[src/rtl/cfg_write_pkg.sv]
/*
  Constants, types and helpers for the configuration write requester:
  register offsets and field positions, completion status codes, the
  request and completion carriers, and the byte lane functions.
  Assumes a 32-bit register port and one clock domain.
*/
package cfg_write_pkg;

  // ---------------------------------------------------------------
  // Register map
  // ---------------------------------------------------------------
  localparam int unsigned REG_ADDR_W = 8;
  localparam int unsigned REG_DATA_W = 32;

  localparam logic [7:0] OFS_CTRL       = 8'h00;
  localparam logic [7:0] OFS_TARGET     = 8'h04;
  localparam logic [7:0] OFS_BYTE_COUNT = 8'h08;
  localparam logic [7:0] OFS_WDATA      = 8'h0C;
  localparam logic [7:0] OFS_STATUS     = 8'h10;
  localparam logic [7:0] OFS_IRQ_STAT   = 8'h14;
  localparam logic [7:0] OFS_IRQ_CLR    = 8'h18;
  localparam logic [7:0] OFS_IRQ_EN     = 8'h1C;

  // Control fields
  localparam int unsigned CTRL_GO_BIT   = 0;
  localparam int unsigned CTRL_WAIT_BIT = 1;

  // Target fields: bus, device, function, byte address
  localparam int unsigned TGT_BUS_LSB  = 24;
  localparam int unsigned TGT_DEV_LSB  = 19;
  localparam int unsigned TGT_FN_LSB   = 16;
  localparam int unsigned TGT_ADDR_LSB = 0;

  // Status fields
  localparam int unsigned ST_BUSY_BIT   = 0;
  localparam int unsigned ST_CPL_LSB    = 1;
  localparam int unsigned ST_BADREQ_BIT = 4;
  localparam int unsigned ST_WAIT_BIT   = 5;

  // Interrupt bits
  localparam int unsigned IRQ_W          = 3;
  localparam int unsigned IRQ_DONE_BIT   = 0;
  localparam int unsigned IRQ_FAIL_BIT   = 1;
  localparam int unsigned IRQ_BADREQ_BIT = 2;

  // Reset values and the word size in bytes
  localparam logic [31:0] TARGET_RST = 32'h0000_0000;
  localparam logic [2:0]  COUNT_RST  = 3'h4;
  localparam logic [31:0] WDATA_RST  = 32'h0000_0000;
  localparam logic [7:0]  TAG_RST    = 8'h00;
  localparam logic [2:0]  WORD_BYTES = 3'h4;

  // ---------------------------------------------------------------
  // Completion status codes
  // ---------------------------------------------------------------
  typedef enum logic [2:0] {
    CPL_SC  = 3'h0,
    CPL_UR  = 3'h1,
    CPL_CRS = 3'h2,
    CPL_CA  = 3'h4
  } cpl_status_t;

  // ---------------------------------------------------------------
  // Carriers
  // ---------------------------------------------------------------
  typedef struct packed {
    logic [7:0]  tag;
    logic [7:0]  bus;
    logic [4:0]  dev;
    logic [2:0]  fn;
    logic [9:0]  regNum;
    logic [3:0]  firstBe;
    logic [31:0] data;
  } cfg_req_t;

  typedef struct packed {
    logic [7:0] tag;
    logic [2:0] status;
  } cfg_cpl_t;

  // ---------------------------------------------------------------
  // Byte lane helpers
  // ---------------------------------------------------------------
  function automatic logic spanLegal(input logic [1:0] off,
                                     input logic [2:0] cnt);
    logic [3:0] last;
    last = {2'b00, off} + {1'b0, cnt};
    return (cnt != 3'h0) && (cnt <= WORD_BYTES) && (last <= 4'h4);
  endfunction

  function automatic logic [3:0] byteEnables(input logic [1:0] off,
                                             input logic [2:0] cnt);
    logic [3:0] lenBits;
    case (cnt)
      3'h1:    lenBits = 4'h1;
      3'h2:    lenBits = 4'h3;
      3'h3:    lenBits = 4'h7;
      3'h4:    lenBits = 4'hF;
      default: lenBits = 4'h0;
    endcase
    return 4'(lenBits << off);
  endfunction

  function automatic logic [31:0] laneData(input logic [31:0] data,
                                           input logic [1:0]  off,
                                           input logic [2:0]  cnt);
    logic [31:0] kept;
    kept = 32'h0000_0000;
    for (int i = 0; i < 4; i++) begin
      if (3'(i) < cnt) begin
        kept[8*i +: 8] = data[8*i +: 8];
      end
    end
    return 32'(kept << {off, 3'b000});
  endfunction

endpackage

[src/rtl/cfg_req_builder.sv]
/*
  Request builder: latches one configuration write request, placing
  the low bytes of the data word in the addressed lanes and deriving
  the byte enables.
  Assumes the caller loads it only with a span that is legal.
*/
`timescale 1ns/10ps
module cfg_req_builder
  import cfg_write_pkg::*;
(
  input  wire logic                   clk,
  input  wire logic                   nrst,
  input  wire logic                   load,
  input  wire logic [7:0]             tag,
  input  wire logic [31:0]            target,
  input  wire logic [2:0]             writeByteCount,
  input  wire logic [31:0]            wdata,
  output      cfg_write_pkg::cfg_req_t req
);
  import cfg_write_pkg::*;

  cfg_req_t   req_r;
  cfg_req_t   req_nxt;
  logic [1:0] offset;

  assign offset = target[TGT_ADDR_LSB +: 2];

  // ---------------------------------------------------------------
  // Next request
  // ---------------------------------------------------------------
  always_comb begin
    req_nxt = req_r;
    if (load) begin
      req_nxt.tag     = tag;
      req_nxt.bus     = target[TGT_BUS_LSB +: 8];
      req_nxt.dev     = target[TGT_DEV_LSB +: 5];
      req_nxt.fn      = target[TGT_FN_LSB +: 3];
      req_nxt.regNum  = target[TGT_ADDR_LSB + 2 +: 10];
      req_nxt.firstBe = byteEnables(offset, writeByteCount);
      req_nxt.data    = laneData(wdata, offset, writeByteCount);
    end
  end

  always_ff @(posedge clk) begin
    if (!nrst) begin
      req_r <= '0;
    end else begin
      req_r <= req_nxt;
    end
  end

  assign req = req_r;

endmodule // cfg_req_builder

[src/rtl/config_write_requester.sv]
/*
  Configuration write requester: software sets target, byte count and
  data over a plain register port, then starts a write in waiting or
  non-waiting mode. The request goes to the virtual-channel port; in
  waiting mode the matching completion ends the operation.
  A GO while busy is ignored; an illegal span is flagged, not sent.
  Read data stand for one cycle after the read strobe, else zero.
  Assumes the virtual-channel port and completions share clk.
  Assumes software leaves target, count and data alone while busy.
*/
// The plain strobed port and the register offsets are this design's own decisions.
`timescale 1ns/10ps
module config_write_requester
  import cfg_write_pkg::*;
(
  input  wire logic                    clk,
  input  wire logic                    nrst,
  input  wire logic [7:0]              regAddr,
  input  wire logic [31:0]             regWdata,
  input  wire logic                    regWrite,
  input  wire logic                    regRead,
  output      logic [31:0]             regRdata,
  output      logic                    vcReqValid,
  input  wire logic                    vcReqReady,
  output      cfg_write_pkg::cfg_req_t vcReq,
  input  wire logic                    vcCplValid,
  input  wire cfg_write_pkg::cfg_cpl_t vcCpl,
  output      logic                    irq
);
  import cfg_write_pkg::*;

  // ---------------------------------------------------------------
  // Declarations
  // ---------------------------------------------------------------
  typedef enum logic [1:0] {
    IDLE,
    ISSUE,
    AWAIT_CPL
  } state_t;

  state_t             state_r;
  state_t             state_nxt;
  logic               waitMode_r;
  logic               waitMode_nxt;
  logic [31:0]        target_r;
  logic [31:0]        target_nxt;
  logic [2:0]         writeByteCount_r;
  logic [2:0]         writeByteCount_nxt;
  logic [31:0]        wdata_r;
  logic [31:0]        wdata_nxt;
  logic [7:0]         tag_r;
  logic [7:0]         tag_nxt;
  logic [2:0]         cplStatus_r;
  logic [2:0]         cplStatus_nxt;
  logic               badReq_r;
  logic               badReq_nxt;
  logic [IRQ_W-1:0]   irqStat_r;
  logic [IRQ_W-1:0]   irqStat_nxt;
  logic [IRQ_W-1:0]   irqEn_r;
  logic [IRQ_W-1:0]   irqEn_nxt;
  logic [31:0]        rdata_r;
  logic [31:0]        rdata_nxt;

  logic               wrCtrl;
  logic               goReq;
  logic               goLegal;
  logic               load;
  logic               accepted;
  logic               cplMatch;
  logic [IRQ_W-1:0]   irqSet;
  logic [IRQ_W-1:0]   irqClr;
  logic [31:0]        statusWord;
  logic               busy;

  // ---------------------------------------------------------------
  // Request builder
  // ---------------------------------------------------------------
  cfg_req_builder cfg_req_builder_inst (
    .clk            (clk),
    .nrst           (nrst),
    .load           (load),
    .tag            (tag_r),
    .target         (target_r),
    .writeByteCount (writeByteCount_r),
    .wdata          (wdata_r),
    .req            (vcReq)
  );

  // ---------------------------------------------------------------
  // Decode
  // ---------------------------------------------------------------
  assign wrCtrl   = regWrite && (regAddr == OFS_CTRL);
  assign goReq    = wrCtrl && regWdata[CTRL_GO_BIT] && (state_r == IDLE);
  assign goLegal  = spanLegal(target_r[TGT_ADDR_LSB +: 2],
                              writeByteCount_r);
  assign load     = goReq && goLegal;
  assign accepted = vcReqValid && vcReqReady;
  assign cplMatch = vcCplValid && (vcCpl.tag == vcReq.tag);

  // ---------------------------------------------------------------
  // Sequencer
  // ---------------------------------------------------------------
  always_comb begin
    state_nxt     = state_r;
    waitMode_nxt  = waitMode_r;
    tag_nxt       = tag_r;
    cplStatus_nxt = cplStatus_r;
    badReq_nxt    = badReq_r;
    irqSet        = '0;
    unique case (state_r)
      IDLE: begin
        if (goReq) begin
          badReq_nxt = !goLegal;
          if (goLegal) begin
            waitMode_nxt = regWdata[CTRL_WAIT_BIT];
            state_nxt    = ISSUE;
          end else begin
            irqSet[IRQ_BADREQ_BIT] = 1'b1;
          end
        end
      end
      ISSUE: begin
        if (accepted) begin
          tag_nxt = tag_r + 8'h01;
          if (waitMode_r) begin
            state_nxt = AWAIT_CPL;
          end else begin
            state_nxt            = IDLE;
            irqSet[IRQ_DONE_BIT] = 1'b1;
          end
        end
      end
      AWAIT_CPL: begin
        if (cplMatch) begin
          state_nxt            = IDLE;
          cplStatus_nxt        = vcCpl.status;
          irqSet[IRQ_DONE_BIT] = 1'b1;
          if (vcCpl.status != CPL_SC) begin
            irqSet[IRQ_FAIL_BIT] = 1'b1;
          end
        end
      end
      default: begin
        state_nxt = IDLE;
      end
    endcase
  end

  always_ff @(posedge clk) begin
    if (!nrst) begin
      state_r     <= IDLE;
      waitMode_r  <= 1'b0;
      tag_r       <= TAG_RST;
      cplStatus_r <= CPL_SC;
      badReq_r    <= 1'b0;
    end else begin
      state_r     <= state_nxt;
      waitMode_r  <= waitMode_nxt;
      tag_r       <= tag_nxt;
      cplStatus_r <= cplStatus_nxt;
      badReq_r    <= badReq_nxt;
    end
  end

  assign vcReqValid = (state_r == ISSUE);

  // ---------------------------------------------------------------
  // Software registers
  // ---------------------------------------------------------------
  always_comb begin
    target_nxt         = target_r;
    writeByteCount_nxt = writeByteCount_r;
    wdata_nxt          = wdata_r;
    if (regWrite) begin
      unique case (regAddr)
        OFS_TARGET: begin
          target_nxt = regWdata;
        end
        OFS_BYTE_COUNT: begin
          writeByteCount_nxt = regWdata[2:0];
        end
        OFS_WDATA: begin
          wdata_nxt = regWdata;
        end
        default: begin
        end
      endcase
    end
  end

  always_ff @(posedge clk) begin
    if (!nrst) begin
      target_r         <= TARGET_RST;
      writeByteCount_r <= COUNT_RST;
      wdata_r          <= WDATA_RST;
    end else begin
      target_r         <= target_nxt;
      writeByteCount_r <= writeByteCount_nxt;
      wdata_r          <= wdata_nxt;
    end
  end

  // ---------------------------------------------------------------
  // Interrupts
  // ---------------------------------------------------------------
  always_comb begin
    irqEn_nxt = irqEn_r;
    irqClr    = '0;
    if (regWrite && (regAddr == OFS_IRQ_EN)) begin
      irqEn_nxt = regWdata[IRQ_W-1:0];
    end
    if (regWrite && (regAddr == OFS_IRQ_CLR)) begin
      irqClr = regWdata[IRQ_W-1:0];
    end
    // Set wins over a clear in the same cycle
    irqStat_nxt = (irqStat_r & ~irqClr) | irqSet;
  end

  always_ff @(posedge clk) begin
    if (!nrst) begin
      irqEn_r   <= '0;
      irqStat_r <= '0;
    end else begin
      irqEn_r   <= irqEn_nxt;
      irqStat_r <= irqStat_nxt;
    end
  end

  // ---------------------------------------------------------------
  // Status word
  // ---------------------------------------------------------------
  assign busy = (state_r != IDLE);

  always_comb begin
    statusWord                  = '0;
    statusWord[ST_BUSY_BIT]     = busy;
    statusWord[ST_CPL_LSB +: 3] = cplStatus_r;
    statusWord[ST_BADREQ_BIT]   = badReq_r;
    statusWord[ST_WAIT_BIT]     = waitMode_r;
  end

  // ---------------------------------------------------------------
  // Read path
  // ---------------------------------------------------------------
  always_comb begin
    rdata_nxt = '0;
    if (regRead) begin
      unique case (regAddr)
        OFS_CTRL: begin
          rdata_nxt[CTRL_WAIT_BIT] = waitMode_r;
        end
        OFS_TARGET: begin
          rdata_nxt = target_r;
        end
        OFS_BYTE_COUNT: begin
          rdata_nxt[2:0] = writeByteCount_r;
        end
        OFS_WDATA: begin
          rdata_nxt = wdata_r;
        end
        OFS_STATUS: begin
          rdata_nxt = statusWord;
        end
        OFS_IRQ_STAT: begin
          rdata_nxt[IRQ_W-1:0] = irqStat_r;
        end
        OFS_IRQ_EN: begin
          rdata_nxt[IRQ_W-1:0] = irqEn_r;
        end
        default: begin
          rdata_nxt = '0;
        end
      endcase
    end
  end

  always_ff @(posedge clk) begin
    if (!nrst) begin
      rdata_r <= '0;
    end else begin
      rdata_r <= rdata_nxt;
    end
  end

  // ---------------------------------------------------------------
  // Outputs
  // ---------------------------------------------------------------
  assign irq      = |(irqStat_r & irqEn_r);
  assign regRdata = rdata_r;

endmodule // config_write_requester

[config.mk]
export PLATFORM = sky130hd
export DESIGN_NAME = config_write_requester
export DESIGN_NICKNAME = d
export VERILOG_FILES = /design/src/rtl/cfg_write_pkg.sv /design/src/rtl/cfg_req_builder.sv /design/src/rtl/config_write_requester.sv
export SDC_FILE = /design/constraint.sdc
export NUM_CORES = 1
export LEC_CHECK = 0
export ABC_AREA = 1
export BUFFER_PORTS_ARGS = -buffer_cell sky130_fd_sc_hd__buf_2
export CORE_MARGIN = 4
export CORE_UTILIZATION = 49
export CTS_CLUSTER_DIAMETER = 40
export DETAILED_ROUTE_END_ITERATION = 8
export GPL_TIMING_DRIVEN = 0
export PLACE_DENSITY_LB_ADDON = 0.3
export SLEW_MARGIN = 15
export SYNTH_ARGS = -nofsm -noshare
export SYNTH_HDL_FRONTEND = slang
export SYNTH_SLANG_ARGS = --single-unit
[constraint.sdc]
create_clock -name clk -period 2.05 [get_ports clk]
set_input_delay 0.205 -clock clk [delete_from_list [all_inputs] [get_ports clk]]
set_output_delay 0.205 -clock clk [all_outputs]
set_load 0.1 [all_outputs]
==> run_results.csv, run 1 <==
group,metric,value,unit
sta,fin_skew,0.0109,ns
min_path,hold_path_class,"input pin to flop",
placed_design,place_area,0.00893,mm²
drt,via_count,8288,
drt,firstDrtPassIters,5,
placed_design,placement.io_buffers,159,
synthesis,synthFlopType,"dfxtp_1",
drt,routedWlPerCell,18.2,µm
clocking,path_clk_slew,0.07,ns
clocking,worstSkewPairLatency,0.44,ns
layout,final_util,0.665,
floorplan,ios,161,
worst_setup_path,reg2regPathDepth,13,
global_route,grt-ovfl-total,0,
synthesis,syn_nets,1127,
worst_setup_path,endpoint_kind,"flop",
job,cap_violations,0,
synthesis,syn-cell-area,0.00783,mm²
worst_setup_path,cp.arrival,2.72,ns
synthesis,synth_most_common_cell,"dfxtp_1",
synthesis,synth_edf_count,0,
power,max-vdd-ir-drop,612,µV
layout,design_area,0.0103,mm²
clocking,cts_tree,"built",
synthesis,ys_seq_area_frac,0.486,
drt,avgViaCountPerCell,5.56,
sta,fin_crit,2.35,ns
layout,syn_to_final_growth,31.1,%
global_route,grt_pass1_vias,7433,
synthesis,synth_area_per_cell,7.36,µm²
sta,timing.final.crit_share,1.15,
placed_design,gp_congestion,0.959,
worst_setup_path,crit_fanout,7,
clocking,cts.sinks,190,
run_status,violations,"setup timing",
global_route,grt_max_degree,18,
floorplan,die_w,134,µm
run_status,outcome,"finished with violations",
power,leakagePower,4.34,nW
floorplan,num_rows,45,
clocking,cts_max_path_buffers,2,
synthesis,ys_top_cells_by_area,"dfxtp_1 49%, o21ai_0 11%, a21oi_1 9.2%, nand2_1 7.2%, inv_1 6.3%",
sta,setup_viol,71,
floorplan,core,0.0154,mm²
layout,diodes,0,
global_route,grt_pass1_wl,39400,µm
drt,routed_wl,27000,µm
synthesis,yosysWarnings,0,
clocking,cts_root_buffer,"clkbuf_16",
sta,worst_slack,-0.299,ns
layout,drive_above_1_share,0.231,
sta,rsz0062_at_grt,"yes",
clocking,cts_hold_buf,0,
drt,final_antenna_net_count,0,
sta,finalHoldViolCount,0,
synthesis,yosysTopAreaCellShare,0.486,
sta,max_freq,0.426,GHz
power,power_density,703,mW/mm²
drt,drtIter0Drc,953,
worst_setup_path,worstSetupPathType,"flop to flop",
sta,drv_slew,0,
clocking,numCtsBuffers,17,
global_route,grt_use_total,0.278,
floorplan,die-area,0.0181,mm²
floorplan,start_util,0.507,
placed_design,dpl.hpwl,18800,µm
min_path,worstHoldPathCells,3,
worst_setup_path,cp-start-kind,"flop",
synthesis,ys_types,33,
layout,nFillCells,1316,
synthesis,netlist_instances,1063,
synthesis,synth-async-reset-ratio,0,
sta,slew_headroom,0.398,
synthesis,synth_common_cells,"190 x dfxtp_1, 169 x o21ai_0, 150 x nand2_1, 144 x a21oi_1, 131 x inv_1",
global_route,antenna_found_initial,0,
sta,tightestPinTransition,0.903,ns
worst_setup_path,required,2.42,ns
floorplan,die_h,134,µm
synthesis,synth-seq-cells,190,
drt,drc,0,
layout,fin_nets,1330,
clocking,cts_max_level,4,
synthesis,synth_largest_area_cell,"dfxtp_1",
[registers in the layout, summed over array words and instances (netlist names)]
| register | cells |
|---|---|
| badReq_r | 1 |
| state_r | 2 |
| regRdata | 32 |
| writeByteCount_r | 3 |
| irqStat_r | 3 |
| cfg_req_builder_inst.req | 70 |
| tag_r | 8 |
| target_r | 32 |
| waitMode_r | 1 |
| irqEn_r | 3 |
| cplStatus_r | 3 |
| wdata_r | 32 |
[worst paths after layout]
kind / from / endpoint / slack (ns)
worst max-delay path: target_r[0]$_SDFFE_PN0P_ / cfg_req_builder_inst.req[12]$_SDFFE_PN0P_ / -0.30
worst min-delay path: regWdata[26] / wdata_r[26]$_SDFFE_PN0P_ / 0.05
worst max register to register: target_r[0]$_SDFFE_PN0P_ / cfg_req_builder_inst.req[12]$_SDFFE_PN0P_ / -0.30
worst min register to register: cplStatus_r[0]$_SDFFE_PN0P_ / cplStatus_r[0]$_SDFFE_PN0P_ / 0.46
[stage by stage]
stage	power, mW	setup slack [ns]	setup TNS, ns	std cells	hold slack [ns]
after CTS	7.19	-0.107	-4.46	1475	0.0203
final	7.22	-0.299	-10.42	1490	0.0470
after floorplan	3.92	-0.0950	-1.26	1063	0.331
after global placement	4.05	-0.624	-39.00	1433	0.439
after global routing	7.41	-0.390	-18.55	1490	0.0642
after detailed placement	4.05	-0.669	-41.81	1433	0.446
[worst max-delay path, stage by stage, from the launching register on]
cell and delay (ns):
dfxtp_2 0.35, ha_4 0.14, inv_2 0.03, fa_1 0.48
nand2_1 0.07, nand3_2 0.08, nand3_4 0.09, nor3_4 0.25
buf_12 0.19, inv_12 0.05, nor2_8 0.16, buf_6 0.15
nand3_2 0.10, nand2_1 0.13
[cell families after synthesis]
group                      share of synthesized area
buffers and inverters                         0.0991
and+or+nand+nor                                0.164
DFF                                            0.486
muxes                                        0.00144
xor gates and xnor gates                     0.00447
AOI/OAI and AO/OA                              0.233
adders and majority gates                     0.0121
[routing by layer]
metal	wire length, µm	track usage	up-vias
met5	0	0	-
met4	746	0.101	0
met3	2500	0.0499	63
met2	12600	0.441	443
met1	11200	0.383	3872
li1	-	-	3910
[placed cells by master (no fill, tap or decap), types with 2 or more instances in the layout]
cell       instances
nand4_1            4
a21oi_1          137
nand2_1          149
o21ai_2           19
ha_1               4
clkbuf_1          47
dfxtp_1          186
dfxtp_4            2
buf_2            161
buf_8              5
nand3_1           38
clkbuf_16         25
dfxtp_2            2
o21ai_0          140
inv_1            128
a31oi_1            2
buf_1              3
a21oi_2            7
clkinv_1           2
inv_6              5
buf_6              7
buf_12             7
nand3_2           12
o21ai_4            6
clkinv_2           3
a211oi_1           2
nor2_1            86
nor2_2             3
a22oi_1            6
and2_1             2
nor3_1            10
inv_2              5
buf_4             10
o21ai_1            4
o22ai_1           24
xor2_1             4
[power by group]
part / leakage [nW] / internal (mW) / switching (mW) / total (mW)
logic: 2.53 / 0.0940 / 0.205 / 0.299
registers: 1.53 / 3.69 / 0.00402 / 3.70
clock network: 0.278 / 1.71 / 1.52 / 3.22
total: 4.34 / 5.49 / 1.73 / 7.22
[layout make-up]
type                       count  area [µm²]  share of cell area
multi-input combinational    672        3520               0.343
tap                          211         264              0.0257
timing repair buffer         186        1210               0.118
buffer                        62         359              0.0350
clock buffer                  19         433              0.0422
clock inverter                13         133              0.0129
sequential                   190        3810               0.371
inverter                     137         529              0.0516
[repair_timing]
action / in CTS / in global routing
cloned: 2 / 6
pin swaps: 7 / 15
setup buffers: 9 / 10
setup endpoints to repair: 70 / 74
resized for setup: 47 / 93
No activity file was read; power rests on OpenSTA's default activity.
==> run 2: changes to the inputs <==
--- a/config.mk
+++ b/config.mk
@@ -13,6 +13,7 @@
 export DETAILED_ROUTE_END_ITERATION = 8
 export GPL_TIMING_DRIVEN = 0
 export PLACE_DENSITY_LB_ADDON = 0.3
+export SKIP_LAST_GASP = 1
 export SLEW_MARGIN = 15
 export SYNTH_ARGS = -nofsm -noshare
 export SYNTH_HDL_FRONTEND = slang
==> run 2 against run 1 <==
Net effect: the run still ends with setup timing left; flip-flop and latch count unchanged; fmax about the same; utilization down 0.097 points; worst hold slack better by 0.0019 ns; register-to-register slack about the same; cell count unchanged; routed wire length about the same; combinational power about the same; cell area down 0.15%; sequential share of layout area up 0.054 points; largest cell class unchanged; largest power group unchanged.
==> run_results.csv, run 2 (synthesis gave the netlist of run 1 again) <==
group,metric,value,unit
clocking,numCtsBuffers,17,
worst_setup_path,required,2.42,ns
global_route,grt_use_total,0.278,
worst_setup_path,rr_endpoint,"cfg_req_builder_inst.req[12]$_SDFFE_PN0P_",
clocking,cts_max_path_buffers,2,
drt,via_count,8274,
drt,drc,0,
worst_setup_path,crit_family,"simple AND/OR/NAND/NOR gates",
layout,nFillCells,1322,
drt,avgViaCountPerCell,5.55,
worst_setup_path,path_depth,13,
floorplan,start_util,0.507,
global_route,grt_pass1_wl,39400,µm
sta,worst_slack,-0.298,ns
power,max-vdd-ir-drop,612,µV
worst_setup_path,worstSetupPathType,"flop to flop",
floorplan,die-area,0.0181,mm²
sta,finalHoldViolCount,0,
power,leakagePower,4.34,nW
min_path,hold_start,"regWdata[26]",
sta,fin_skew,0.0128,ns
sta,rsz0062_at_grt,"yes",
sta,drv_slew,0,
worst_setup_path,cp.arrival,2.72,ns
floorplan,die_w,134,µm
min_path,worstHoldPathCells,3,
worst_setup_path,reg2regPathDepth,13,
worst_setup_path,endpoint_kind,"flop",
floorplan,core,0.0154,mm²
worst_setup_path,r2r_start,"target_r[0]$_SDFFE_PN0P_",
worst_setup_path,cp-start-kind,"flop",
layout,drive_above_1_share,0.230,
clocking,cts_max_level,4,
worst_setup_path,critical-path-max-stage-delay,0.48,ns
worst_setup_path,reg2reg_setup_slack,-0.30,ns
min_path,hold_path_class,"input pin to flop",
global_route,grt-ovfl-total,0,
sta,timing.final.crit_share,1.15,
worst_setup_path,cp_num_buf_inv,4,
clocking,cts_root_buffer,"clkbuf_16",
placed_design,dpl.hpwl,18800,µm
layout,syn_to_final_growth,30.9,%
power,power_density,705,mW/mm²
global_route,grt_pass1_vias,7433,
drt,routed_wl,27100,µm
clocking,path_clk_slew,0.07,ns
layout,design_area,0.0103,mm²
placed_design,gp_congestion,0.959,
drt,final_antenna_net_count,0,
clocking,cts_hold_buf,0,
drt,routedWlPerCell,18.2,µm
run_status,violations,"setup timing",
floorplan,num_rows,45,
sta,setup_tns,-10.55,ns
min_path,hold_end,"wdata_r[26]$_SDFFE_PN0P_",
layout,diodes,0,
global_route,grt_max_degree,18,
clocking,cts_tree,"built",
layout,fin_nets,1330,
placed_design,placement.io_buffers,159,
placed_design,place_area,0.00893,mm²
sta,max_freq,0.426,GHz
floorplan,die_h,134,µm
sta,slew_headroom,0.393,
sta,fin_crit,2.35,ns
layout,mostFrequentLayoutCell,"dfxtp_1",
layout,final_cell_mix,"186 x dfxtp_1, 161 x buf_2, 149 x nand2_1, 141 x o21ai_0, 138 x a21oi_1",
drt,drtIter0Drc,892,
layout,largest_register_ffs,70,
clocking,cts.sinks,190,
run_status,outcome,"finished with violations",
clocking,worstSkewPairLatency,0.44,ns
sta,hold_slack,0.0489,ns
global_route,antenna_found_initial,0,
floorplan,ios,161,
worst_setup_path,cp_slowest_cell,"fa_1",
layout,seqCellArea,0.00381,mm²
sta,setup_viol,71,
worst_setup_path,worstPathCellList,"ha_4, inv_2, fa_1, nand2_1, nand3_2, nand3_4, nor3_4, buf_12, inv_12, nor2_8, buf_6, nand3_2, nand2_1",
sta,tightestPinTransition,0.910,ns
job,cap_violations,0,
worst_setup_path,crit_fanout,7,
layout,multi_input_area,0.00351,mm²
drt,firstDrtPassIters,6,
## run 2: timing repair
action | CTS | global route
pin swaps | 7 | 15
buffers inserted | 9 | 10
hold endpoints to repair | 0 | 0
endpoints found under the setup margin | 70 | 74
cloned | 2 | 6
resized for setup | 47 | 88
## run 2: layout make-up
type,instances,share of cell area
Sequential cell,190,0.372
Multi-Input combinational cell,672,0.343
Timing Repair Buffer,186,0.118
Inverter,137,0.0516
Clock buffer,19,0.0422
Buffer,62,0.0350
Tap cell,211,0.0258
Clock inverter,13,0.0129
## run 2: worst max-delay path by stage
stage | from | end
floorplan | target_r[1]$_SDFFE_PN0P_ | cfg_req_builder_inst.req[10]$_SDFFE_PN0P_
global placement | target_r[1]$_SDFFE_PN0P_ | cfg_req_builder_inst.req[12]$_SDFFE_PN0P_
detailed placement | target_r[1]$_SDFFE_PN0P_ | cfg_req_builder_inst.req[12]$_SDFFE_PN0P_
CTS | target_r[0]$_SDFFE_PN0P_ | cfg_req_builder_inst.req[12]$_SDFFE_PN0P_
global route | target_r[0]$_SDFFE_PN0P_ | cfg_req_builder_inst.req[12]$_SDFFE_PN0P_
finish | target_r[0]$_SDFFE_PN0P_ | cfg_req_builder_inst.req[12]$_SDFFE_PN0P_
## run 2: layer usage
layer	GRT usage	wire length, µm	vias to the layer above
li1	-	-	3901
met1	0.383	11200	3867
met2	0.441	12500	442
met3	0.0499	2510	64
met4	0.101	771	0
met5	0	0	-
## run 2: stage by stage
stage / util / worst slack [ns] / instances / power, mW
after CTS: 0.630 / -0.107 / 1475 / 7.19
after floorplan: - / -0.0950 / 1063 / 3.92
after global placement: 0.579 / -0.624 / 1433 / 4.05
after global routing: 0.664 / -0.390 / 1490 / 7.41
after detailed placement: 0.579 / -0.669 / 1433 / 4.05
final: 0.664 / -0.298 / 1490 / 7.22
## run 2: report_power, final
group          total (mW)  internal (mW)  switching [mW]
Clock                3.23           1.71            1.52
Combinational       0.298         0.0939           0.204
Sequential           3.70           3.69         0.00400
## run 2: tightest hold or removal path: stages
cell and delay [ns]:
buf_2 0.11, nor2_1 0.06, nor2_1 0.08
